$ cat src/rtl/modbus_rtu_pkg.sv
// Constants and helpers for the serial command interpreter
package modbus_rtu_pkg;
  // ==========================================================
  // Timing
  localparam int unsigned CLK_HZ = 10_000_000;
  localparam int unsigned BAUD_DEFAULT = 9600;
  localparam logic [15:0] BIT_CYCLES_DEFAULT = 16'(CLK_HZ / BAUD_DEFAULT);
  // Silence of 3.5 characters of 10 bits each, in bit times
  localparam logic [21:0] GAP_BITS = 22'd35;
  localparam logic [3:0] STOP_BIT_IDX = 4'd9;
  // ==========================================================
  // Frame layout
  localparam logic [7:0] ADDR_BCAST = 8'h00;
  localparam logic [7:0] ADDR_MAX = 8'hf7;
  localparam logic [7:0] FN_READ = 8'h03;
  localparam logic [7:0] FN_WRITE1 = 8'h06;
  localparam logic [7:0] FN_DIAG = 8'h08;
  localparam logic [7:0] FN_WRITEN = 8'h10;
  localparam logic [7:0] EXC_FLAG = 8'h80;
  localparam logic [7:0] EXC_FUNC = 8'h01;
  localparam logic [7:0] EXC_ADDR = 8'h02;
  localparam logic [7:0] EXC_FRAME = 8'h03;
  localparam logic [15:0] DIAG_LOOPBACK = 16'h0000;
  localparam logic [15:0] MAX_REGS = 16'h0010;
  localparam logic [6:0] LEN_FIXED = 7'h08;
  localparam logic [6:0] LEN_WRN_BASE = 7'h09;
  localparam logic [6:0] LEN_MIN = 7'h04;
  localparam logic [6:0] LEN_ECHO = 7'h06;
  localparam logic [6:0] LEN_EXC = 7'h03;
  localparam logic [6:0] LEN_RD_HDR = 7'h03;
  localparam int unsigned BUF_DEPTH = 64;
  localparam logic [6:0] BUF_FULL = 7'h40;
  // ==========================================================
  // Check field
  localparam logic [15:0] CRC_INIT = 16'hffff;
  localparam logic [15:0] CRC_POLY = 16'ha001;

  function automatic logic [15:0] crc_step(input logic [15:0] c,
                                           input logic [7:0] d);
    logic [15:0] r;
    r = c ^ {8'h00, d};
    for (int i = 0; i < 8; i++) begin
      r = r[0] ? ((r >> 1) ^ CRC_POLY) : (r >> 1);
    end
    return r;
  endfunction : crc_step
endpackage : modbus_rtu_pkg

$ cat src/rtl/modbus_rtu_slave.sv
// Modbus RTU slave: framing, check field, decode and response
// Functional notes
// - Characters are start, eight data, stop; bit time set by baud_div.
// - Frames are delimited by more than 3.5 character times of silence.
// - Frame holds station byte, function byte, data, then check field.
// - Station 1 to 247 is unicast, zero is broadcast.
// - Functions 0x03, 0x06, 0x10 and diagnostic 0x08 are served.
// - Two-byte CRC-16 over the message is checked and appended.
// - Read carries start and count 1 to 16, high byte first.
// - Read reply gives byte count twice count, then values high first.
// - Read span crossing its parameter group is answered with an error.
// - Write-single echoes function, address and value.
// - Write-multiple checks count and byte count, replies start and count.
// - Diagnostic loopback 0x0000 echoes subcommand and data unchanged.
// - Diagnostics touch no register and no other behaviour.
// - Unservable request answered with function plus 0x80 and a code.
// - Framing, station or check fault gives no reply at all.
// - Exception codes: 0x01 function, 0x02 address or count, 0x03 length.
`timescale 1ns/1ps
`default_nettype none
module modbus_rtu_slave (
  input wire logic ref_clk,
  input wire logic rst,
  input wire logic line_in,
  output logic line_out,
  output logic line_oe_n,
  input wire logic [7:0] station_addr,
  input wire logic [15:0] baud_div,
  output logic [15:0] reg_addr,
  output logic [15:0] reg_wdata,
  output logic reg_rd,
  output logic reg_wr,
  input wire logic reg_ack,
  input wire logic [15:0] reg_rdata,
  input wire logic [2:0] reg_status
);
  import modbus_rtu_pkg::*;

  typedef enum logic [2:0] {S_RX, S_DECODE, S_REG, S_WAIT, S_SEND} st_type;
  st_type st_r;

  // ==========================================================
  // Line input synchroniser
  logic rx_s1_r, rx_s2_r, rx_s3_r, rx_lvl_r;
  always_ff @(posedge ref_clk or posedge rst) begin
    if (rst) begin
      rx_s1_r <= 1'b1;
      rx_s2_r <= 1'b1;
      rx_s3_r <= 1'b1;
      rx_lvl_r <= 1'b1;
    end else begin
      rx_s1_r <= line_in;
      rx_s2_r <= rx_s1_r;
      rx_s3_r <= rx_s2_r;
      if (rx_s2_r == rx_s3_r) rx_lvl_r <= rx_s3_r;
    end
  end

  // ==========================================================
  // Character receiver
  logic rx_busy_r, rx_done_r, rx_ferr_r;
  logic [15:0] rx_cnt_r;
  logic [3:0] rx_bit_r;
  logic [7:0] rx_sh_r;
  always_ff @(posedge ref_clk or posedge rst) begin
    if (rst) begin
      rx_busy_r <= 1'b0;
      rx_done_r <= 1'b0;
      rx_ferr_r <= 1'b0;
      rx_cnt_r <= 16'h0000;
      rx_bit_r <= 4'h0;
      rx_sh_r <= 8'h00;
    end else begin
      rx_done_r <= 1'b0;
      if (!rx_busy_r) begin
        // Half duplex: nothing is heard while a request is in work
        if (st_r == S_RX && !rx_lvl_r) begin
          rx_busy_r <= 1'b1;
          rx_cnt_r <= baud_div >> 1;
          rx_bit_r <= 4'h0;
        end
      end else if (rx_cnt_r != 16'h0000) begin
        rx_cnt_r <= rx_cnt_r - 16'h0001;
      end else begin
        rx_cnt_r <= baud_div - 16'h0001;
        rx_bit_r <= rx_bit_r + 4'h1;
        if (rx_bit_r == 4'h0 && rx_lvl_r) begin
          rx_busy_r <= 1'b0;
        end else if (rx_bit_r == STOP_BIT_IDX) begin
          rx_busy_r <= 1'b0;
          rx_done_r <= 1'b1;
          rx_ferr_r <= !rx_lvl_r;
        end else if (rx_bit_r != 4'h0) begin
          rx_sh_r <= {rx_lvl_r, rx_sh_r[7:1]};
        end
      end
    end
  end

  // ==========================================================
  // Silence timer and frame delimiting
  logic [21:0] gap_cyc_r;
  logic [21:0] gap_lim;
  logic gap_full;
  logic in_frame_r, frame_end_r;
  logic lead_gap_r;
  assign gap_lim = 22'(baud_div) * GAP_BITS;
  assign gap_full = gap_cyc_r > gap_lim;
  always_ff @(posedge ref_clk or posedge rst) begin
    if (rst) begin
      gap_cyc_r <= 22'h000000;
      lead_gap_r <= 1'b0;
      in_frame_r <= 1'b0;
      frame_end_r <= 1'b0;
    end else begin
      frame_end_r <= 1'b0;
      // line must be quiet, including our own driving
      if (!rx_lvl_r || rx_busy_r || !line_oe_n) gap_cyc_r <= 22'h000000;
      else if (!gap_full) gap_cyc_r <= gap_cyc_r + 22'h000001;
      // Counter clears once a character starts, so keep its verdict
      if (!rx_busy_r) lead_gap_r <= gap_full;
      if (rx_done_r) in_frame_r <= 1'b1;
      // end of frame on long silence
      else if (in_frame_r && gap_full && st_r == S_RX) begin
        in_frame_r <= 1'b0;
        frame_end_r <= 1'b1;
      end
    end
  end

  // ==========================================================
  // Request buffer and check accumulator
  logic [7:0] rxb [0:BUF_DEPTH-1];
  logic [6:0] rx_len_r;
  logic rx_bad_r;
  logic [15:0] rx_crc_r;
  always_ff @(posedge ref_clk or posedge rst) begin
    if (rst) begin
      rx_len_r <= 7'h00;
      rx_bad_r <= 1'b0;
      rx_crc_r <= CRC_INIT;
    end else if (rx_done_r) begin
      if (!in_frame_r) begin
        // a first byte not preceded by silence spoils the frame
        rxb[0] <= rx_sh_r;
        rx_len_r <= 7'h01;
        rx_bad_r <= rx_ferr_r || !lead_gap_r;
        // residue of whole frame is zero when intact
        rx_crc_r <= crc_step(CRC_INIT, rx_sh_r);
      end else if (rx_len_r == BUF_FULL) begin
        rx_bad_r <= 1'b1;
      end else begin
        rxb[rx_len_r[5:0]] <= rx_sh_r;
        rx_len_r <= rx_len_r + 7'h01;
        rx_bad_r <= rx_bad_r || rx_ferr_r;
        rx_crc_r <= crc_step(rx_crc_r, rx_sh_r);
      end
    end
  end

  // ==========================================================
  // Request decode
  logic [7:0] fn;
  logic [15:0] f_a, f_n;
  logic bcast, drop, n_ok;
  logic [7:0] exc;
  logic [8:0] span;
  logic [4:0] op_n;
  assign fn = rxb[1];
  assign f_a = {rxb[2], rxb[3]};
  assign f_n = {rxb[4], rxb[5]};
  assign bcast = rxb[0] == ADDR_BCAST;
  // station range; check residue; silent drop
  assign drop = rx_bad_r || rx_len_r < LEN_MIN || rx_crc_r != 16'h0000
    || rxb[0] > ADDR_MAX || !(bcast || rxb[0] == station_addr);
  assign n_ok = f_n != 16'h0000 && f_n <= MAX_REGS;
  // low byte is the index inside a group; no carry allowed
  assign span = {1'b0, f_a[7:0]} + {4'h0, f_n[4:0]} - 9'h001;
  assign op_n = (fn == FN_WRITE1) ? 5'h01 : f_n[4:0];

  always_comb begin
    exc = 8'h00;
    case (fn)
      FN_READ: begin
        if (rx_len_r != LEN_FIXED) exc = EXC_FRAME;
        else if (!n_ok || span[8]) exc = EXC_ADDR;
      end
      FN_WRITE1: begin
        if (rx_len_r != LEN_FIXED) exc = EXC_FRAME;
      end
      FN_WRITEN: begin
        // byte count must be twice the count
        if (!n_ok || rxb[6] != {2'b00, f_n[4:0], 1'b0}) exc = EXC_ADDR;
        else if (rx_len_r != LEN_WRN_BASE + {1'b0, f_n[4:0], 1'b0})
          exc = EXC_FRAME;
      end
      FN_DIAG: begin
        if (rx_len_r != LEN_FIXED) exc = EXC_FRAME;
        else if (f_a != DIAG_LOOPBACK)
          exc = EXC_FUNC;
      end
      default: exc = EXC_FUNC;
    endcase
  end

  // ==========================================================
  // Sequencer and response buffer
  logic [7:0] txb [0:BUF_DEPTH-1];
  logic [6:0] tx_len_r;
  logic [4:0] idx_r;
  logic tx_done_r;
  always_ff @(posedge ref_clk or posedge rst) begin
    if (rst) begin
      st_r <= S_RX;
      tx_len_r <= 7'h00;
      idx_r <= 5'h00;
    end else begin
      case (st_r)
        S_RX: begin
          if (frame_end_r) st_r <= S_DECODE;
        end
        S_DECODE: begin
          idx_r <= 5'h00;
          txb[0] <= rxb[0];
          if (drop) begin
            st_r <= S_RX;
          end else if (exc != 8'h00) begin
            txb[1] <= fn | EXC_FLAG;
            txb[2] <= exc;
            tx_len_r <= LEN_EXC;
            st_r <= bcast ? S_RX : S_SEND;
          end else if (fn == FN_DIAG) begin
            for (int i = 1; i < 6; i++) txb[i] <= rxb[i];
            tx_len_r <= LEN_ECHO;
            st_r <= bcast ? S_RX : S_SEND;
          end else begin
            txb[1] <= fn;
            // byte count is twice the register count
            txb[2] <= {2'b00, f_n[4:0], 1'b0};
            st_r <= S_REG;
          end
        end
        S_REG: st_r <= S_WAIT;
        S_WAIT: begin
          if (reg_ack) begin
            if (reg_status != 3'h0) begin
              // storage refusal replaces any gathered data
              txb[1] <= fn | EXC_FLAG;
              txb[2] <= {5'h00, reg_status};
              tx_len_r <= LEN_EXC;
              st_r <= bcast ? S_RX : S_SEND;
            end else begin
              if (fn == FN_READ) begin
                // value high byte first, in address order
                txb[3 + 2 * idx_r] <= reg_rdata[15:8];
                txb[4 + 2 * idx_r] <= reg_rdata[7:0];
              end
              if (idx_r + 5'h01 == op_n) begin
                if (fn == FN_READ) begin
                  tx_len_r <= LEN_RD_HDR + {1'b0, op_n, 1'b0};
                end else begin
                  // echo of function, address, value or count
                  for (int i = 1; i < 6; i++) txb[i] <= rxb[i];
                  tx_len_r <= LEN_ECHO;
                end
                st_r <= bcast ? S_RX : S_SEND;
              end else begin
                idx_r <= idx_r + 5'h01;
                st_r <= S_REG;
              end
            end
          end
        end
        S_SEND: begin
          if (tx_done_r) st_r <= S_RX;
        end
        default: st_r <= S_RX;
      endcase
    end
  end

  // ==========================================================
  // Storage port
  always_ff @(posedge ref_clk or posedge rst) begin
    if (rst) begin
      reg_addr <= 16'h0000;
      reg_wdata <= 16'h0000;
      reg_rd <= 1'b0;
      reg_wr <= 1'b0;
    end else begin
      reg_rd <= st_r == S_REG && fn == FN_READ;
      reg_wr <= st_r == S_REG && fn != FN_READ;
      if (st_r == S_REG) begin
        reg_addr <= f_a + {11'h000, idx_r};
        // single value; values high byte first
        reg_wdata <= (fn == FN_WRITE1) ? f_n
          : {rxb[7 + 2 * idx_r], rxb[8 + 2 * idx_r]};
      end
    end
  end

  // ==========================================================
  // Character transmitter with appended check field
  logic tx_act_r;
  logic [15:0] tx_cnt_r, tx_crc_r;
  logic [3:0] tx_bit_r;
  logic [9:0] tx_sh_r;
  logic [6:0] tx_pos_r;
  logic [7:0] tx_byte;
  always_comb begin
    tx_byte = tx_crc_r[15:8];
    if (tx_pos_r < tx_len_r) tx_byte = txb[tx_pos_r[5:0]];
    else if (tx_pos_r == tx_len_r) tx_byte = tx_crc_r[7:0];
  end
  always_ff @(posedge ref_clk or posedge rst) begin
    if (rst) begin
      tx_act_r <= 1'b0;
      tx_done_r <= 1'b0;
      tx_cnt_r <= 16'h0000;
      tx_crc_r <= CRC_INIT;
      tx_bit_r <= 4'h0;
      tx_sh_r <= 10'h3ff;
      tx_pos_r <= 7'h00;
      line_out <= 1'b1;
      line_oe_n <= 1'b1;
    end else if (st_r != S_SEND) begin
      tx_act_r <= 1'b0;
      tx_done_r <= 1'b0;
      tx_pos_r <= 7'h00;
      tx_crc_r <= CRC_INIT;
      line_out <= 1'b1;
      line_oe_n <= 1'b1;
    end else if (!tx_act_r) begin
      if (tx_pos_r < tx_len_r + 7'h02) begin
        // start bit, data low bit first, stop bit
        tx_sh_r <= {1'b1, tx_byte, 1'b0};
        line_out <= 1'b0;
        line_oe_n <= 1'b0;
        // check covers the response body only
        if (tx_pos_r < tx_len_r) tx_crc_r <= crc_step(tx_crc_r, tx_byte);
        tx_act_r <= 1'b1;
        tx_cnt_r <= baud_div - 16'h0001;
        tx_bit_r <= 4'h0;
      end else if (!tx_done_r) begin
        // Release the driver only after the last stop bit
        line_oe_n <= 1'b1;
        tx_done_r <= 1'b1;
      end
    end else if (tx_cnt_r != 16'h0000) begin
      tx_cnt_r <= tx_cnt_r - 16'h0001;
    end else if (tx_bit_r == STOP_BIT_IDX) begin
      tx_act_r <= 1'b0;
      tx_pos_r <= tx_pos_r + 7'h01;
    end else begin
      // Stop bit reload is one short: the hand-off to the next byte costs one
      tx_cnt_r <= (tx_bit_r == STOP_BIT_IDX - 4'h1) ? baud_div - 16'h0002
        : baud_div - 16'h0001;
      tx_bit_r <= tx_bit_r + 4'h1;
      tx_sh_r <= tx_sh_r >> 1;
      line_out <= tx_sh_r[1];
    end
  end
endmodule : modbus_rtu_slave
`default_nettype wire

$ cat config.mk
export PLATFORM = sky130hd
export DESIGN_NAME = modbus_rtu_slave
export DESIGN_NICKNAME = d
export VERILOG_FILES = /design/src/rtl/modbus_rtu_pkg.sv /design/src/rtl/modbus_rtu_slave.sv
export SDC_FILE = /design/constraint.sdc
export NUM_CORES = 2
export LEC_CHECK = 0
export BUFFER_PORTS_ARGS = -buffer_cell sky130_fd_sc_hd__buf_2
export CORE_UTILIZATION = 50
export DETAILED_ROUTE_END_ITERATION = 8
export PLACE_DENSITY_LB_ADDON = 0.2
export SYNTH_ARGS = -nofsm -noshare
export SYNTH_HDL_FRONTEND = slang
export SYNTH_SLANG_ARGS = --single-unit
$ cat constraint.sdc
create_clock -name ref_clk -period 7.6 [get_ports ref_clk]
set_input_delay 1.52 -clock ref_clk [delete_from_list [all_inputs] [get_ports ref_clk]]
set_output_delay 1.52 -clock ref_clk [all_outputs]
set_load 0.01 [all_outputs]
==> metrics.yaml <==
number_of_antenna_violations_at_the_first_check_in_global_routing: 11
clk_path_buf_depth: 3
critPathCaptureType: "flop"
worst_hold_slack_ns: 0.355
worstPathArrival_ns: 7.30
count_of_boundary_i_o_pins: 83
fmax_mhz: 149
final_period_minus_worst_setup_slack_ns: 6.71
core_um2: 109000
finalClockSkew_ns: 0.0445
cts_tree: "built"
synth.top_cells.by_area: "edfxtp_1 (56%), mux4_2 (11%), dfrtp_1 (6.4%), ha_1 (3.3%), dfstp_2 (2.2%)"
clock_tree.root_cell: "clkbuf_16"
via_count: 31699
clockPowerShare_pct: 44.3
slew_violations: 0
grt_max_degree: 119
area_share_of_the_leading_cell_type_in_the_synthesized_netlist_pct: 55.7
post_cts_setup_bufs: 0
syn_inst_count: 3558
starting_density_pct: 50.5
grt_pass1_wl_mm: 210
std_cell_rows: 121
pre_cts_slack_ns: 0.142
netSwitchingFraction_pct: 21.8
cts.reportedPaths.clkPinSlew_ns: 0.06
avg_synthesized_cell_area_um2: 15.5
viasPerCell: 6.05
post_synth_most_frequent_cells: "edfxtp_1 (1024), nor2_1 (290), mux4_2 (275), nand2_1 (214), inv_1 (158)"
asyncSetResetFlopFracSynth_pct: 15.6
vdd.ir_drop.worst_uv: 257
sequentialPowerShare_pct: 51.9
totalNegativeSetupSlack_ns: 0
total_cts_buffers: 130
setup.worst_path.start: "baud_div[4]"
timing.final.hold_violations: 0
fin_nets: 3866
critical_path.max_fanout: 6
post_drt_wl_per_cell_um: 26.7
hold_path.startpoint: "rx_s1_r$_DFF_PP1_"
leakage_component_of_the_power_nw: 21.9
grt_setup_unrepaired: "no"
cap_violations: 0
ys_types: 85
comb_power_share_pct: 3.8
synth_seq_cells: 1213
die-area_um2: 112000
critical-path-slowest-cell: "or4_1"
critical_path.startpoint_type: "input port"
globalRoute.totalOverflow: 0
final_layout_size_suffix_gt1_share_pct: 19.5
number_of_iterations_in_the_first_detailed_routing_pass: 7
worst_path_largest_cell_delay_ns: 0.62
drt-total-wl_mm: 140
switching_power_mw: 3.05
netlist_area_um2: 55200
detail_route.drc_violations: 0
post_cts_resized: 0
timing.slew.headroom_pct: 17.2
crit-reg2reg-launch: "tx_pos_r[0]$_DFFE_PP0P_"
fin_crit_sh_pct: 88.3
area.sequential_um2: 35600
power-per-cell-area_nw_per_um2: 228
setup_viol: 0
yosys_warnings: 0
finish.instance_area_um2: 61300
portion_of_the_post_synthesis_area_used_by_sequential_elements_pct: 64.4
io_buffers: 82
crit_family: "compound AO/OA/AOI/OAI gates"
global_route.usage.total_pct: 25.4
die-width_um: 334
cell_internal_pwr_mw: 10.9
drtIter0Drc: 3551
tightest_pin_transition_ns: 1.23
clock_sink_count: 1213
cts-hold-fix-buffers: 0
synth.largest_area_cell: "edfxtp_1"
count_of_flip_flops_with_a_built_in_enable_after_synthesis: 1024
worst_slack_ns: 0.892
timing.setup.critical_path_class: "input port to flop"
first_global_vias: 31510
synth_most_common_cell: "edfxtp_1"
cts-htree-levels: 4
postSynth.topFlopCell: "edfxtp_1"
syn_to_final_growth_pct: 11.1
timing.critical_path.required_ns: 8.19
syn_nets: 3762
outcome: "finished clean"
multi_input_area_um2: 18300
finalWeightedCongestion: 0.872
cp_buf_inv_count: 2
count_of_antenna_violating_nets_left_after_detailed_routing: 0
finish.utilization_pct: 56.2
hpwlAfterDp_mm: 90.0
placement.cell_area_um2: 57100
hold_path.class: "flop to flop"
num-fill-cells: 8485
clkLatencyLatePin_ns: 0.75
die_h_um: 334
-- kinds of logic after synthesis --
kind of cell | count (synthesis) | share of synthesized area, %
multiplexers | 416 | 14.3
buffers and inverters | 319 | 2.51
XOR/XNOR | 195 | 3.15
AO/OA/AOI/OAI | 456 | 5.25
AND/OR/NAND/NOR | 801 | 6.62
adder cells (fa/ha/maj) | 158 | 3.76
flip-flops | 1213 | 64.4
-- routing by layer --
layer  part of all wire [%]  track usage [%]  vias to the layer above
li1                       -                -                    13890
met1                     43             37.0                    16201
met2                     47             39.4                     1347
met3                    7.6             4.13                      257
met4                    3.1             8.39                        4
met5                  0.018                0                        -
-- per-stage QoR --
| stage | power (mW) | cells |
|---|---|---|
| finish | 14.0 | 5240 |
| global route | 14.4 | 5239 |
| global placement | 7.91 | 5006 |
| floorplan | 7.73 | 3558 |
| detailed placement | 7.92 | 5006 |
| CTS | 14.1 | 5238 |
-- final timing paths --
| kind | to | slack (ns) | cells after the start |
|---|---|---|---|
| worst max-delay path | gap_cyc_r[18]$_DFFE_PP0P_ | 0.89 | 28 |
| worst min-delay path | rx_s2_r$_DFF_PP1_ | 0.35 | 0 |
| worst max register to register | tx_crc_r[0]$_DFFE_PP1P_ | 2.59 | 13 |
| worst min register to register | rx_s2_r$_DFF_PP1_ | 0.35 | 0 |
| max in group asynchronous | rx_cnt_r[12]$_DFFE_PP0P_ | 4.86 | 4 |
| min in group asynchronous | reg_wdata[1]$_DFFE_PP0P_ | 1.17 | 3 |
-- placed cells by master (no fill, tap or decap), types with 9 or more instances in the layout --
cell type,netlist,final
o221ai_1,9,9
buf_2,17,82
and3_1,20,20
clkinv_1,1,22
nand3_1,71,71
dfrtp_2,0,10
or2_2,12,12
a21oi_1,107,107
o22ai_1,18,18
fa_1,13,13
mux4_1,14,14
nand4_1,25,25
clkinv_2,0,22
ha_1,144,143
buf_4,15,47
edfxtp_1,1024,1024
xnor2_1,128,126
clkbuf_16,0,132
nand2_1,214,214
nor2b_1,26,26
xor2_1,64,63
mux2i_1,81,81
or3_1,17,17
nand3b_1,10,10
o211ai_1,27,27
inv_1,158,157
a21o_1,35,35
dfstp_2,47,47
mux2_2,45,45
nor4_1,28,27
mux4_2,275,275
dfrtp_1,142,128
nand2b_1,20,19
a211oi_1,16,16
o21ai_0,145,143
clkbuf_1,100,22
nor3_1,45,45
nor2_1,290,288
-- registers in the layout, indices dropped and copies added, names as in the netlist, 3 cells and up --
| register | count |
|---|---|
| tx_bit_r | 4 |
| tx_sh_r | 9 |
| txb | 512 |
| gap_cyc_r | 22 |
| tx_crc_r | 16 |
| rx_bit_r | 4 |
| tx_len_r | 7 |
| rx_sh_r | 8 |
| idx_r | 5 |
| tx_pos_r | 7 |
| rxb | 512 |
| rx_len_r | 7 |
| reg_addr | 16 |
| st_r | 3 |
| rx_crc_r | 16 |
| rx_cnt_r | 16 |
| tx_cnt_r | 16 |
| reg_wdata | 16 |
-- power by group through the flow --
stage                     Combinational, mW  Sequential (mW)  Clock [mW]
after floorplan                       0.365             7.37           0
after global placement                0.527             7.39           0
after detailed placement              0.536             7.38           0
after CTS                             0.539             7.25        6.26
after global routing                  0.609             7.25        6.51
final                                 0.536             7.25        6.19
-- layout make-up --
type	instances	share of cell area [%]
timing repair buffer	132	1.34
inverter	159	0.980
multi-input combinational	2026	29.8
clock buffer	159	5.64
sequential	1213	58.0
tap	1476	3.01
antenna	2	0.00817
clock inverter	73	1.17
Note: power is estimated with default switching activity, not from simulation.
